**src/sysctl_pkg.sv**
```systemverilog
// Shared constants and carrier types for the system status/control ports
// ==========================================================
// Functional notes
// - Control bit 7 high: port 060h shows status one, keyboard blocked.
// - Each received key code is latched and raises the level 1 interrupt.
// - Keyboard data held low while its interrupt is pending.
// - Keyboard clock edges accepted only while control bit 6 is set.
// - Control bit 5 keeps channel check from raising NMI, cancels pending.
// - Pulsing bit 5 clears latched channel check once source withdrew.
// - Control bit 4 disables parity checking; status two bit 7 reads 0.
// - Control bit 2 selects memory-size bits 3..0, else bit 4 at bit 0.
// - Control bit 1 drives the speaker together with the tone output.
// - Control bit 0 drives the gate of tone counter 2.
// - Port 060h read-only; status one fixed bits 7=0, 3,2,0=1.
// - Display mode bits: 00 ext, 01 40x25, 10 80x25, 11 mono.
// - Port 062h read-only; bit7 onboard parity, 6 ext, 5 tone, 4 zero.
// - Status bit 6 live check input when bit 5 high, else latched.
// - Memory-size code 01110..10010 means 512K..640K fitted.
// - Write to 064h loads bits 6,5,4,1 of status one.
// - Write to 065h loads memory-size bits 4..0.
// - Any write to 066h fires a 512 us system and bus reset pulse.
// - Software reset leaves system memory contents untouched.
// - Control port lives at 061h.
// - Port directions are fixed; reset never changes them.
package sysctl_pkg;
	localparam int ADDR_W = 10;
	localparam logic [9:0] ADDR_STATUS_ONE = 10'h060;
	localparam logic [9:0] ADDR_CONTROL    = 10'h061;
	localparam logic [9:0] ADDR_STATUS_TWO = 10'h062;
	localparam logic [9:0] ADDR_PRESET_ONE = 10'h064;
	localparam logic [9:0] ADDR_PRESET_TWO = 10'h065;
	localparam logic [9:0] ADDR_SYS_RESET  = 10'h066;
	// Control bit positions
	localparam int CB_STATUS_SEL = 7;
	localparam int CB_KBD_CLK_EN = 6;
	localparam int CB_NMI_BLOCK  = 5;
	localparam int CB_PARITY_OFF = 4;
	localparam int CB_MEM_LOW    = 2;
	localparam int CB_SPEAKER    = 1;
	localparam int CB_TONE_GATE  = 0;
	localparam logic [7:0] CONTROL_RESET = 8'h00;
	localparam logic [7:0] PRESET_RESET  = 8'h00;
	localparam logic [7:0] UNMAPPED_DATA = 8'h00;
	// Status one: fixed ones at 3,2,0; preset bits 6,5,4,1
	localparam logic [7:0] ST1_FIXED_ONES = 8'h0D;
	localparam logic [7:0] ST1_PRESET_MSK = 8'h72;
	localparam logic [4:0] MEM_512K = 5'h0E;
	localparam logic [4:0] MEM_640K = 5'h12;
	localparam int KBD_FRAME_BITS = 9;
	localparam logic [3:0] KBD_LAST_BIT = 4'h8;
	localparam int CLK_MHZ = 40;
	localparam int RESET_PULSE_US = 512;
	localparam int RESET_PULSE_CYC = RESET_PULSE_US * CLK_MHZ;
	typedef enum logic [1:0] {
		DISP_EXT_ADAPTER,
		DISP_COLOUR_40,
		DISP_COLOUR_80,
		DISP_MONO_80
	} disp_mode_e;
	typedef struct packed {
		logic              rd;
		logic              wr;
		logic [ADDR_W-1:0] addr;
		logic [7:0]        wdata;
	} io_req_s;
endpackage

```
**src/kbd_receiver.sv**
```systemverilog
// Keyboard serial code receiver: start bit then eight data bits, LSB first
`timescale 1ns/1ps
module kbd_receiver
	import sysctl_pkg::*;
(
	// Clock and reset
	input  wire logic       mclk,
	input  wire logic       rst,
	// Link
	input  wire logic       kbd_clk,
	input  wire logic       kbd_data,
	input  wire logic       enable,
	// Result
	output logic [7:0]      code,
	output logic            code_valid
);
	import sysctl_pkg::*;

	logic       clk_prev;
	logic [3:0] bit_cnt;
	logic [7:0] shift;
	wire        fall     = clk_prev & ~kbd_clk;
	wire        take     = fall & enable;
	wire        last_bit = (bit_cnt == KBD_LAST_BIT);

	always_ff @(posedge mclk or posedge rst)
		if (rst)
			clk_prev <= 1'b1;
		else
			clk_prev <= kbd_clk;

	// Edges outside the enable window are dropped, not counted
	always_ff @(posedge mclk or posedge rst)
		if (rst)
		begin
			bit_cnt <= '0;
			shift <= '0;
			code <= '0;
			code_valid <= 1'b0;
		end
		else
		begin
			code_valid <= take & last_bit;
			if (take)
			begin
				bit_cnt <= last_bit ? 4'h0 : bit_cnt + 4'h1;
				if (bit_cnt != 4'h0)
					shift <= {kbd_data, shift[7:1]};
				if (last_bit)
					code <= {kbd_data, shift[7:1]};
			end
		end
endmodule

```
**src/reset_pulser.sv**
```systemverilog
// Fixed-length system reset pulse generator
`timescale 1ns/1ps
module reset_pulser
	import sysctl_pkg::*;
#(
	parameter int PULSE_CYC = RESET_PULSE_CYC
)
(
	// Clock and reset
	input  wire logic mclk,
	input  wire logic rst,
	// Trigger and pulse
	input  wire logic fire,
	output logic      pulse
);
	import sysctl_pkg::*;

	logic [15:0] remain;

	// A write during an active pulse restarts the full length
	always_ff @(posedge mclk or posedge rst)
		if (rst)
		begin
			remain <= '0;
			pulse <= 1'b0;
		end
		else if (fire)
		begin
			remain <= 16'(PULSE_CYC - 1);
			pulse <= 1'b1;
		end
		else if (remain != '0)
			remain <= remain - 16'h1;
		else
			pulse <= 1'b0;
endmodule

```
**src/system_status_control_ports.sv**
```systemverilog
// System status/control ports: control, two status reads, presets, reset
`timescale 1ns/1ps
module system_status_control_ports
	import sysctl_pkg::*;
#(
	parameter int RESET_CYC = RESET_PULSE_CYC
)
(
	// Clock and reset
	input  wire logic                mclk,
	input  wire logic                rst,
	// Processor byte I/O
	input  wire sysctl_pkg::io_req_s io_req,
	output logic [7:0]               io_rdata,
	output logic                     io_rvalid,
	// Keyboard link (open drain data)
	input  wire logic                kbd_clk,
	input  wire logic                kbd_data_in,
	output logic                     kbd_data_out,
	output logic                     kbd_data_oe,
	output logic                     kbd_irq,
	// Parity and NMI
	input  wire logic                ram_parity_fault,
	input  wire logic                expansion_channel_check,
	input  wire logic                nmi_unmask,
	output logic                     nmi,
	// Tone timer and speaker
	input  wire logic                tone_out,
	output logic                     tone_gate,
	output logic                     speaker_out,
	// Software reset
	output logic                     sys_reset_out,
	output logic                     bus_reset_out
);
	import sysctl_pkg::*;

	// ==========================================================
	// State
	logic [7:0] system_control_out;
	logic [7:0] status_one_preset;
	logic [7:0] status_two_preset;
	logic [7:0] key_code;
	logic       kbd_pending;
	logic       onboard_parity_err;
	logic       chk_latched;
	logic [7:0] rx_code;
	logic       rx_valid;
	logic       reset_pulse;

	// ==========================================================
	// Address decode
	wire hit_st1  = io_req.addr == ADDR_STATUS_ONE;
	wire hit_ctl  = io_req.addr == ADDR_CONTROL;
	wire hit_st2  = io_req.addr == ADDR_STATUS_TWO;
	wire hit_pre1 = io_req.addr == ADDR_PRESET_ONE;
	wire hit_pre2 = io_req.addr == ADDR_PRESET_TWO;
	wire hit_rst  = io_req.addr == ADDR_SYS_RESET;
	// Writes to the status ports are dropped: directions never change
	wire wr_ctl  = io_req.wr & hit_ctl;
	wire wr_pre1 = io_req.wr & hit_pre1;
	wire wr_pre2 = io_req.wr & hit_pre2;
	wire wr_rst  = io_req.wr & hit_rst;

	// ==========================================================
	// Control bit views
	wire status_select_kbd_disable = system_control_out[CB_STATUS_SEL];
	wire kbd_clk_enable            = system_control_out[CB_KBD_CLK_EN];
	wire ext_parity_nmi_block      = system_control_out[CB_NMI_BLOCK];
	wire ram_parity_check_off      = system_control_out[CB_PARITY_OFF];
	wire mem_size_low_select       = system_control_out[CB_MEM_LOW];
	wire speaker_drive_bit         = system_control_out[CB_SPEAKER];
	wire tone_gate_bit             = system_control_out[CB_TONE_GATE];

	// ==========================================================
	// Read data selection
	wire [4:0] mem_size = status_two_preset[4:0];
	wire [1:0] default_disp = status_one_preset[5:4];
	wire [7:0] status_one_val =
		(status_one_preset & ST1_PRESET_MSK) | ST1_FIXED_ONES;
	wire [7:0] port_a_val =
		status_select_kbd_disable ? status_one_val : key_code;
	wire       ext_err_view = ext_parity_nmi_block ?
		expansion_channel_check : chk_latched;
	wire [3:0] mem_view = mem_size_low_select ?
		mem_size[3:0] : {3'b000, mem_size[4]};
	wire [7:0] port_c_val = {onboard_parity_err & ~ram_parity_check_off,
		ext_err_view, tone_out, 1'b0, mem_view};
	wire [7:0] read_mux = hit_st1 ? port_a_val :
		hit_ctl ? system_control_out :
		hit_st2 ? port_c_val : UNMAPPED_DATA;

	always_ff @(posedge mclk or posedge rst)
		if (rst)
		begin
			io_rdata <= UNMAPPED_DATA;
			io_rvalid <= 1'b0;
		end
		else
		begin
			io_rvalid <= io_req.rd;
			if (io_req.rd)
				io_rdata <= read_mux;
		end

	// ==========================================================
	// Control and preset registers
	always_ff @(posedge mclk or posedge rst)
		if (rst)
			system_control_out <= CONTROL_RESET;
		else if (wr_ctl)
			system_control_out <= io_req.wdata;

	always_ff @(posedge mclk or posedge rst)
		if (rst)
		begin
			status_one_preset <= PRESET_RESET;
			status_two_preset <= PRESET_RESET;
		end
		else
		begin
			if (wr_pre1)
				status_one_preset <= io_req.wdata & ST1_PRESET_MSK;
			if (wr_pre2)
				status_two_preset <= {3'b000, io_req.wdata[4:0]};
		end

	// ==========================================================
	// Keyboard path
	wire rx_enable = kbd_clk_enable & ~status_select_kbd_disable &
		~kbd_pending;

	kbd_receiver u_kbd (
		.mclk       (mclk),
		.rst        (rst),
		.kbd_clk    (kbd_clk),
		.kbd_data   (kbd_data_in),
		.enable     (rx_enable),
		.code       (rx_code),
		.code_valid (rx_valid)
	);

	// Writing bit 7 high acknowledges the code; a new code in that cycle wins
	wire kbd_clear = wr_ctl & io_req.wdata[CB_STATUS_SEL];

	always_ff @(posedge mclk or posedge rst)
		if (rst)
		begin
			key_code <= '0;
			kbd_pending <= 1'b0;
		end
		else
		begin
			if (rx_valid)
				key_code <= rx_code;
			if (rx_valid)
				kbd_pending <= 1'b1;
			else if (kbd_clear)
				kbd_pending <= 1'b0;
		end

	always_ff @(posedge mclk or posedge rst)
		if (rst)
		begin
			kbd_irq <= 1'b0;
			kbd_data_oe <= 1'b0;
			kbd_data_out <= 1'b0;
		end
		else
		begin
			kbd_irq <= kbd_pending & ~status_select_kbd_disable;
			kbd_data_oe <= kbd_pending;
			kbd_data_out <= 1'b0;
		end

	// ==========================================================
	// Parity and NMI
	// The channel check latch clears only once the source has let go,
	// so a stuck source cannot be silently lost by pulsing bit 5.
	wire chk_set = expansion_channel_check & ~ext_parity_nmi_block;
	wire chk_clr = ext_parity_nmi_block & ~expansion_channel_check;

	always_ff @(posedge mclk or posedge rst)
		if (rst)
		begin
			chk_latched <= 1'b0;
			onboard_parity_err <= 1'b0;
		end
		else
		begin
			if (chk_set)
				chk_latched <= 1'b1;
			else if (chk_clr)
				chk_latched <= 1'b0;
			if (ram_parity_check_off)
				onboard_parity_err <= 1'b0;
			else if (ram_parity_fault)
				onboard_parity_err <= 1'b1;
		end

	always_ff @(posedge mclk or posedge rst)
		if (rst)
			nmi <= 1'b0;
		else
			nmi <= nmi_unmask & (onboard_parity_err |
				(chk_latched & ~ext_parity_nmi_block));

	// ==========================================================
	// Speaker and tone gate
	always_ff @(posedge mclk or posedge rst)
		if (rst)
		begin
			speaker_out <= 1'b0;
			tone_gate <= 1'b0;
		end
		else
		begin
			speaker_out <= speaker_drive_bit & tone_out;
			tone_gate <= tone_gate_bit;
		end

	// ==========================================================
	// Software reset: pulses outward only; no memory is touched here
	reset_pulser #(
		.PULSE_CYC (RESET_CYC)
	) u_rst (
		.mclk  (mclk),
		.rst   (rst),
		.fire  (wr_rst),
		.pulse (reset_pulse)
	);

	always_ff @(posedge mclk or posedge rst)
		if (rst)
		begin
			sys_reset_out <= 1'b0;
			bus_reset_out <= 1'b0;
		end
		else
		begin
			sys_reset_out <= reset_pulse;
			bus_reset_out <= reset_pulse;
		end

	// ==========================================================
	// Pulse length watch
	// Counts edges since the last reset-port write and stops past the end,
	// so a long idle run never wraps back into the pulse window
	localparam logic [15:0] PULSE_LAST = 16'(RESET_CYC);
	logic [15:0] since_fire;
	logic        fired;

	always_ff @(posedge mclk or posedge rst)
		if (rst)
		begin
			since_fire <= '0;
			fired <= 1'b0;
		end
		else if (wr_rst)
		begin
			since_fire <= '0;
			fired <= 1'b1;
		end
		else if (since_fire <= PULSE_LAST)
			since_fire <= since_fire + 16'h1;
endmodule

```
**config.mk**
```make
export PLATFORM = sky130hd
export DESIGN_NAME = system_status_control_ports
export DESIGN_NICKNAME = d
export VERILOG_FILES = /design/src/sysctl_pkg.sv /design/src/kbd_receiver.sv /design/src/reset_pulser.sv /design/src/system_status_control_ports.sv
export SDC_FILE = /design/constraint.sdc
export NUM_CORES = 1
export LEC_CHECK = 0
export ABC_AREA = 1
export BUFFER_PORTS_ARGS = -buffer_cell sky130_fd_sc_hd__buf_2
export CORE_ASPECT_RATIO = 1.5
export CORE_MARGIN = 2
export CORE_UTILIZATION = 35
export CTS_BUF_LIST = sky130_fd_sc_hd__clkbuf_8
export DETAILED_ROUTE_END_ITERATION = 7
export SYNTH_ARGS = -nofsm -noshare
export SYNTH_HDL_FRONTEND = slang
export SYNTH_SLANG_ARGS = --single-unit
```
**constraint.sdc**
```tcl
create_clock -name mclk -period 3.65 [get_ports mclk]
set_input_delay 0.73 -clock mclk [delete_from_list [all_inputs] [get_ports mclk]]
set_output_delay 0.73 -clock mclk [all_outputs]
set_load 0.03 [all_outputs]
```
Yosys cells after proc, flatten, opt, wreduce, memory -nomap -nowiden
Cells that the tools add are included.
Cells by class
  $add $sub $neg: 2
  eq/ne operators: 8
  mux-type cells: 17
  bitwise logic cells: 24
  reductions and logical operators: 8
Operators by type and width (count)
  10-bit by 7-bit == test with 1-bit output (second input constant): 6
  16-bit 2-to-1 mux: 2
  8-bit 2-to-1 mux: 4
  1-bit AND: 17
  16-bit nonzero test: 1
  16-bit by 1-bit subtractor with 16-bit output (second input constant): 1
  1-bit 2-to-1 mux: 9
  4-bit 2-to-1 mux: 2
  2-bit nonzero test: 4
  1-bit inverter: 6
  4-bit by 1-bit adder with 4-bit output (second input constant): 1
  4-bit == test (second input constant): 1
  2-bit AND reduction: 2
  4-bit nonzero test: 1
  2-bit by 1-bit != test with 1-bit output (second input constant): 1
  1-bit bitwise OR: 1
Storage, ports and cells
  register bits: 82
  bits of input ports: 28
  output and inout port bits: 17
  logic and storage cells: 81

Depth between registers and ports, before layout
  depth in word-level cells: 5
  depth in mapped cells: 9

Hierarchy
A second synthesis with hierarchy kept.
Second synthesis, totals
  cell total of the unflattened synthesis: 486
  area total of the unflattened synthesis: 3991.3 sq um
Modules (own cells, without submodules)
  system_status_control_ports: times used 1, cells each 248, area each 2023.2 sq um, sequential area each 1076.0 sq um
  reset_pulser: times used 1, cells each 148, area each 1016.0 sq um, sequential area each 425.4 sq um
  kbd_receiver: times used 1, cells each 90, area each 952.2 sq um, sequential area each 526.8 sq um

Worst setup path before layout
OpenSTA, ideal clock, no wires.
  path kind: in2reg
  from: in io_req[14] (netlist bit)
  to: reg system_control_out[0]
  setup time: 0.119 ns
  data arrival time: 1.506 ns
  required time: 3.531 ns
  setup slack: 2.025 ns
  stages: 9
  buffers on the path: 1
  cell sequence: nand2_1 -> inv_2 -> nand2_4 -> nor2_8 -> nand2_4 -> nor2_8 -> buf_8 -> nand2_2 -> o21a_1
On the way
  word-level cells in the longest chain between the ends: 2
RTL lines
  from (decl): RTL line system_status_control_ports.sv:13  | input wire sysctl_pkg::io_req_s io_req,
  10-bit by 7-bit == test with 1-bit output: RTL line system_status_control_ports.sv:53  | wire hit_ctl = io_req.addr == ADDR_CONTROL;
  1-bit AND: RTL line system_status_control_ports.sv:59  | wire wr_ctl = io_req.wr & hit_ctl;
  to (signal assigned): RTL line system_status_control_ports.sv:111  | system_control_out <= io_req.wdata;
  to (decl): RTL line system_status_control_ports.sv:39  | logic [7:0] system_control_out;
Every way passes these cells.
A chain may end at the register's enable or synchronous reset.

Worst setup path in the final report
  from: reg u_rst.remain[0]
  to: reg u_rst.remain[15]
On the way
  word-level cells in the longest chain between the ends: 3
RTL lines
  from (decl): RTL line reset_pulser.sv:18  | logic [15:0] remain;
  from (signal assigned): RTL line reset_pulser.sv:29  | remain <= 16'(PULSE_CYC - 1);
  from (signal assigned): RTL line reset_pulser.sv:33  | remain <= remain - 16'h1;
  16-bit by 1-bit subtractor with 16-bit output: RTL line reset_pulser.sv:33
  16-bit 2-to-1 mux: RTL line reset_pulser.sv:32  | else if (remain != '0)
  16-bit 2-to-1 mux: RTL line reset_pulser.sv:27  | else if (fire)
Several ways; a longest one is shown, not always the timed one. The select of a mux whose other input is x is not followed.

==> summary.md <==
| Metric | Value |
|---|---|
| CP required | `3.91 ns` |
| Layout cells sized above 1 | `19.2%` |
| Initial detailed-routing violation count | `147` |
| VDD IR max | `0.000155 V` |
| Initial Utilization | `36.0%` |
| Max Clock Skew | `0.0102 ns` |
| Critical path arrival | `1.93 ns` |
| Reg-to-Reg Start | `u_rst.remain[0]` |
| CTS resizes | `0` |
| Htree depth | `3` |
| Number of CTS-inserted buffers | `9` |
| Yosys warns | `0` |
| Overflow after GRT | `0` |
| Number of global-route vias before repair | `3009` |
| Core area | `11100 um2` |
| CTS root buffer | `clkbuf_8` |
| Area Growth Syn to Fin | `12.7%` |
| Post-Route WL | `8500 um` |
| Pin count of the biggest net entering global routing | `82` |
| GRT Total Usage | `14.9%` |
| Async set-reset flop share out of synthesis | `100%` |
| Synth Cell Area | `3990 um2` |
| Via Count | `3082` |
| Setup crit start kind | `flip-flop` |
| Ant. Diodes | `0` |
| Status | `completed` |
| Antenna Violating Nets Remaining | `0` |
| Clock sinks | `81` |
| Critical path depth in cells | `9` |
| Flop-to-flop setup slack | `1.97 ns` |
| Relative slew slack | `30.7%` |
| CTS Hold Bufs | `0` |
| Main synth FF type | `dfrtp_1` |
| Period Utilization, post-route | `45.9%` |
| Setup crit end | `u_rst.remain[15]` |
| I/O pins | `45` |
| Crit Path Class | `flip-flop to flip-flop` |
| First-pass DRT Iterations | `4` |
| Buf/Inv on CP | `2` |
| Leakage | `2.31 nW` |
| Register bit total from synthesis | `81` |
| Crit path max-delay cell type | `dfrtp_1` |
| Rows | `47` |
| Post-synthesis cell type count | `38` |
| Chip width | `91.1 um` |
| Crit-path leading delay family | `simple AND/OR/NAND/NOR gates` |
| Clock-pin slew on the worst setup and hold paths | `0.09 ns` |
| Max Freq | `0.597 GHz` |
| Die Span Y | `135 um` |
| CP Launch Point | `u_rst.remain[0]` |
| CTS tree | `done` |
| RePlAce Congestion | `0.828` |
| Die Area | `12300 um2` |
| Post-Synthesis Cells | `476` |
| Max cap viols | `0` |
| Seq/Total Area, Yosys | `50.9%` |
| Reg2reg end | `u_rst.remain[15]` |
| FF-to-FF path depth | `9` |
| Slew @ Worst Pin | `1.04 ns` |
| Final min period | `1.68 ns` |
| Antenna violations before repair | `0` |
| First-pass GRT wire length | `14300 um` |
| Filler cell count in the final layout | `1182` |
| Maximum buffer depth of the clock tree | `2` |
| Crit Path Max Fanout | `6` |
| EDFF count, synth | `0` |
| Worst Setup End Kind | `flip-flop` |
| PD cells | `402 nW/um2` |
| Vias per Instance | `4.58` |
| Hold Vio Cnt, Final | `0` |
| Syn_area_per_cell | `8.37 um2` |
| Largest stage delay on the critical path | `0.40 ns` |
| Final core utilization | `40.6%` |
| Worst-Skew Late Latency | `0.36 ns` |
| Min-Delay Path Class | `flip-flop to flip-flop` |
| RSZ-0062 raised after global routing | `false` |
| Drc violations | `0` |
| Fin nets | `553` |
| Post-synth net total | `508` |
| Post-Route Setup TNS | `0 ns` |
| I/O Buffers | `43` |
| Slew Viols, Final | `0` |
| Final setup viols | `0` |
| Number of post-CTS setup repair buffers | `0` |
| Crit path cell chain | `inv_1, ha_1, nand3_1, nor2_4, nand2_2, nor2_2, nand2_2, inv_1, nor2_1` |
| DP HPWL | `6470 um` |
| DR WL/cell | `12.6 um` |
where the power goes:
part           switching (mW)  leakage (nW)  internal [mW]
Clock                   0.341        0.0887          0.267
Combinational           0.140          1.20         0.0764
Sequential             0.0421          1.02          0.943
Total                   0.523          2.31           1.29
synth_stat cells (3+ instances only):
cell type | count | area share (%)
nand2_1 | 129 | 12
dfrtp_1 | 80 | 50
inv_1 | 66 | 6.2
nand3_1 | 45 | 5.7
nor2_1 | 33 | 3.1
o21ai_0 | 28 | 3.5
o21ai_1 | 11 | 1.4
o21ai_2 | 7 | 1.5
nand2_2 | 6 | 0.94
nand3b_1 | 6 | 1.1
o21a_1 | 6 | 1.1
a21oi_1 | 5 | 0.63
nor2_2 | 5 | 0.78
buf_4 | 4 | 0.75
ha_1 | 4 | 1.3
inv_2 | 4 | 0.38
nor2_4 | 4 | 1.1
nand3_2 | 3 | 0.75
o211ai_1 | 3 | 0.57
sequential cells by signal (all words and copies together) (netlist names), 4 cells and up:
register / flops
u_rst.remain: 16
io_rdata: 8
key_code: 8
system_control_out: 8
u_kbd.code: 8
u_kbd.shift: 7
status_two_preset: 5
status_one_preset: 4
u_kbd.bit_cnt: 4
per-layer routing:
| metal | routed length (um) | vias to the layer above | GRT usage (%) |
|---|---|---|---|
| met4 | 301 | 0 | 8.50 |
| met5 | 0 | - | 0 |
| met2 | 4370 | 50 | 26.4 |
| met1 | 3600 | 1435 | 16.3 |
| li1 | - | 1582 | - |
| met3 | 231 | 15 | 3.18 |
cell families (layout without fill, tap and decap cells):
logic type | count (synthesis) | in the layout | synth area share [%]
AO/OA/AOI/OAI | 61 | 61 | 8.95
XOR/XNOR | 4 | 4 | 0.879
adder cells (fa/ha/maj) | 4 | 4 | 1.26
buffers and inverters | 81 | 131 | 8.76
flip-flops | 81 | 81 | 50.9
multiplexers | 2 | 2 | 0.534
other | 1 | 1 | 0.0941
AND/OR/NAND/NOR | 242 | 242 | 28.6
how the worst min path moves through the flow:
stage,to,from,slack (ns),depth (start not counted)
final,bus_reset_out,u_rst.pulse,0.39,0
after global routing,bus_reset_out,u_rst.pulse,0.40,0
after CTS,bus_reset_out,u_rst.pulse,0.39,0
after detailed placement,bus_reset_out,u_rst.pulse,0.37,0
after global placement,bus_reset_out,u_rst.pulse,0.36,0
after floorplan,bus_reset_out,u_rst.pulse,0.35,0
metrics by stage:
step           worst slack, ns  cell area, um2  instances  total power, mW  hold WS [ns]
2_1_floorplan            0.842            3990        476             1.15         0.354
3_3_place_gp              1.68            4310        657             1.21         0.364
3_5_place_dp              1.63            4310        657             1.22         0.370
4_1_cts                   1.94            4490        673             1.83         0.390
5_1_grt                   1.75            4490        673             1.90         0.397
6_report                  1.97            4490        673             1.81         0.392
cell usage in the layout (no fill, tap or decap), drive strengths merged:
master and instances:
mux2 1, nand3b 6, nor3 3, nor2 44, mux2i 1, xnor2 2, inv 71, nand3 48
clkinv 4, nand2 137, dfstp 1, ha 4, clkbuf 10, clkinvlp 2, o21a 6, conb 1
dfrtp 80, buf 44, xor2 2, a21boi 1, nand4 3, o21ai 46, or2 1, o211ai 3
a21oi 5
layout make-up:
class	count	area, um2	share of cell area, %
flip-flops and latches	81	2030	45.1
clock inverters	6	42.5	0.947
well taps	147	184	4.09
repair buffers	44	223	4.96
clock buffers	10	138	3.06
multi-input cells	314	1610	35.8
inverters	71	270	6.02
(Power assumes the default switching activity.)
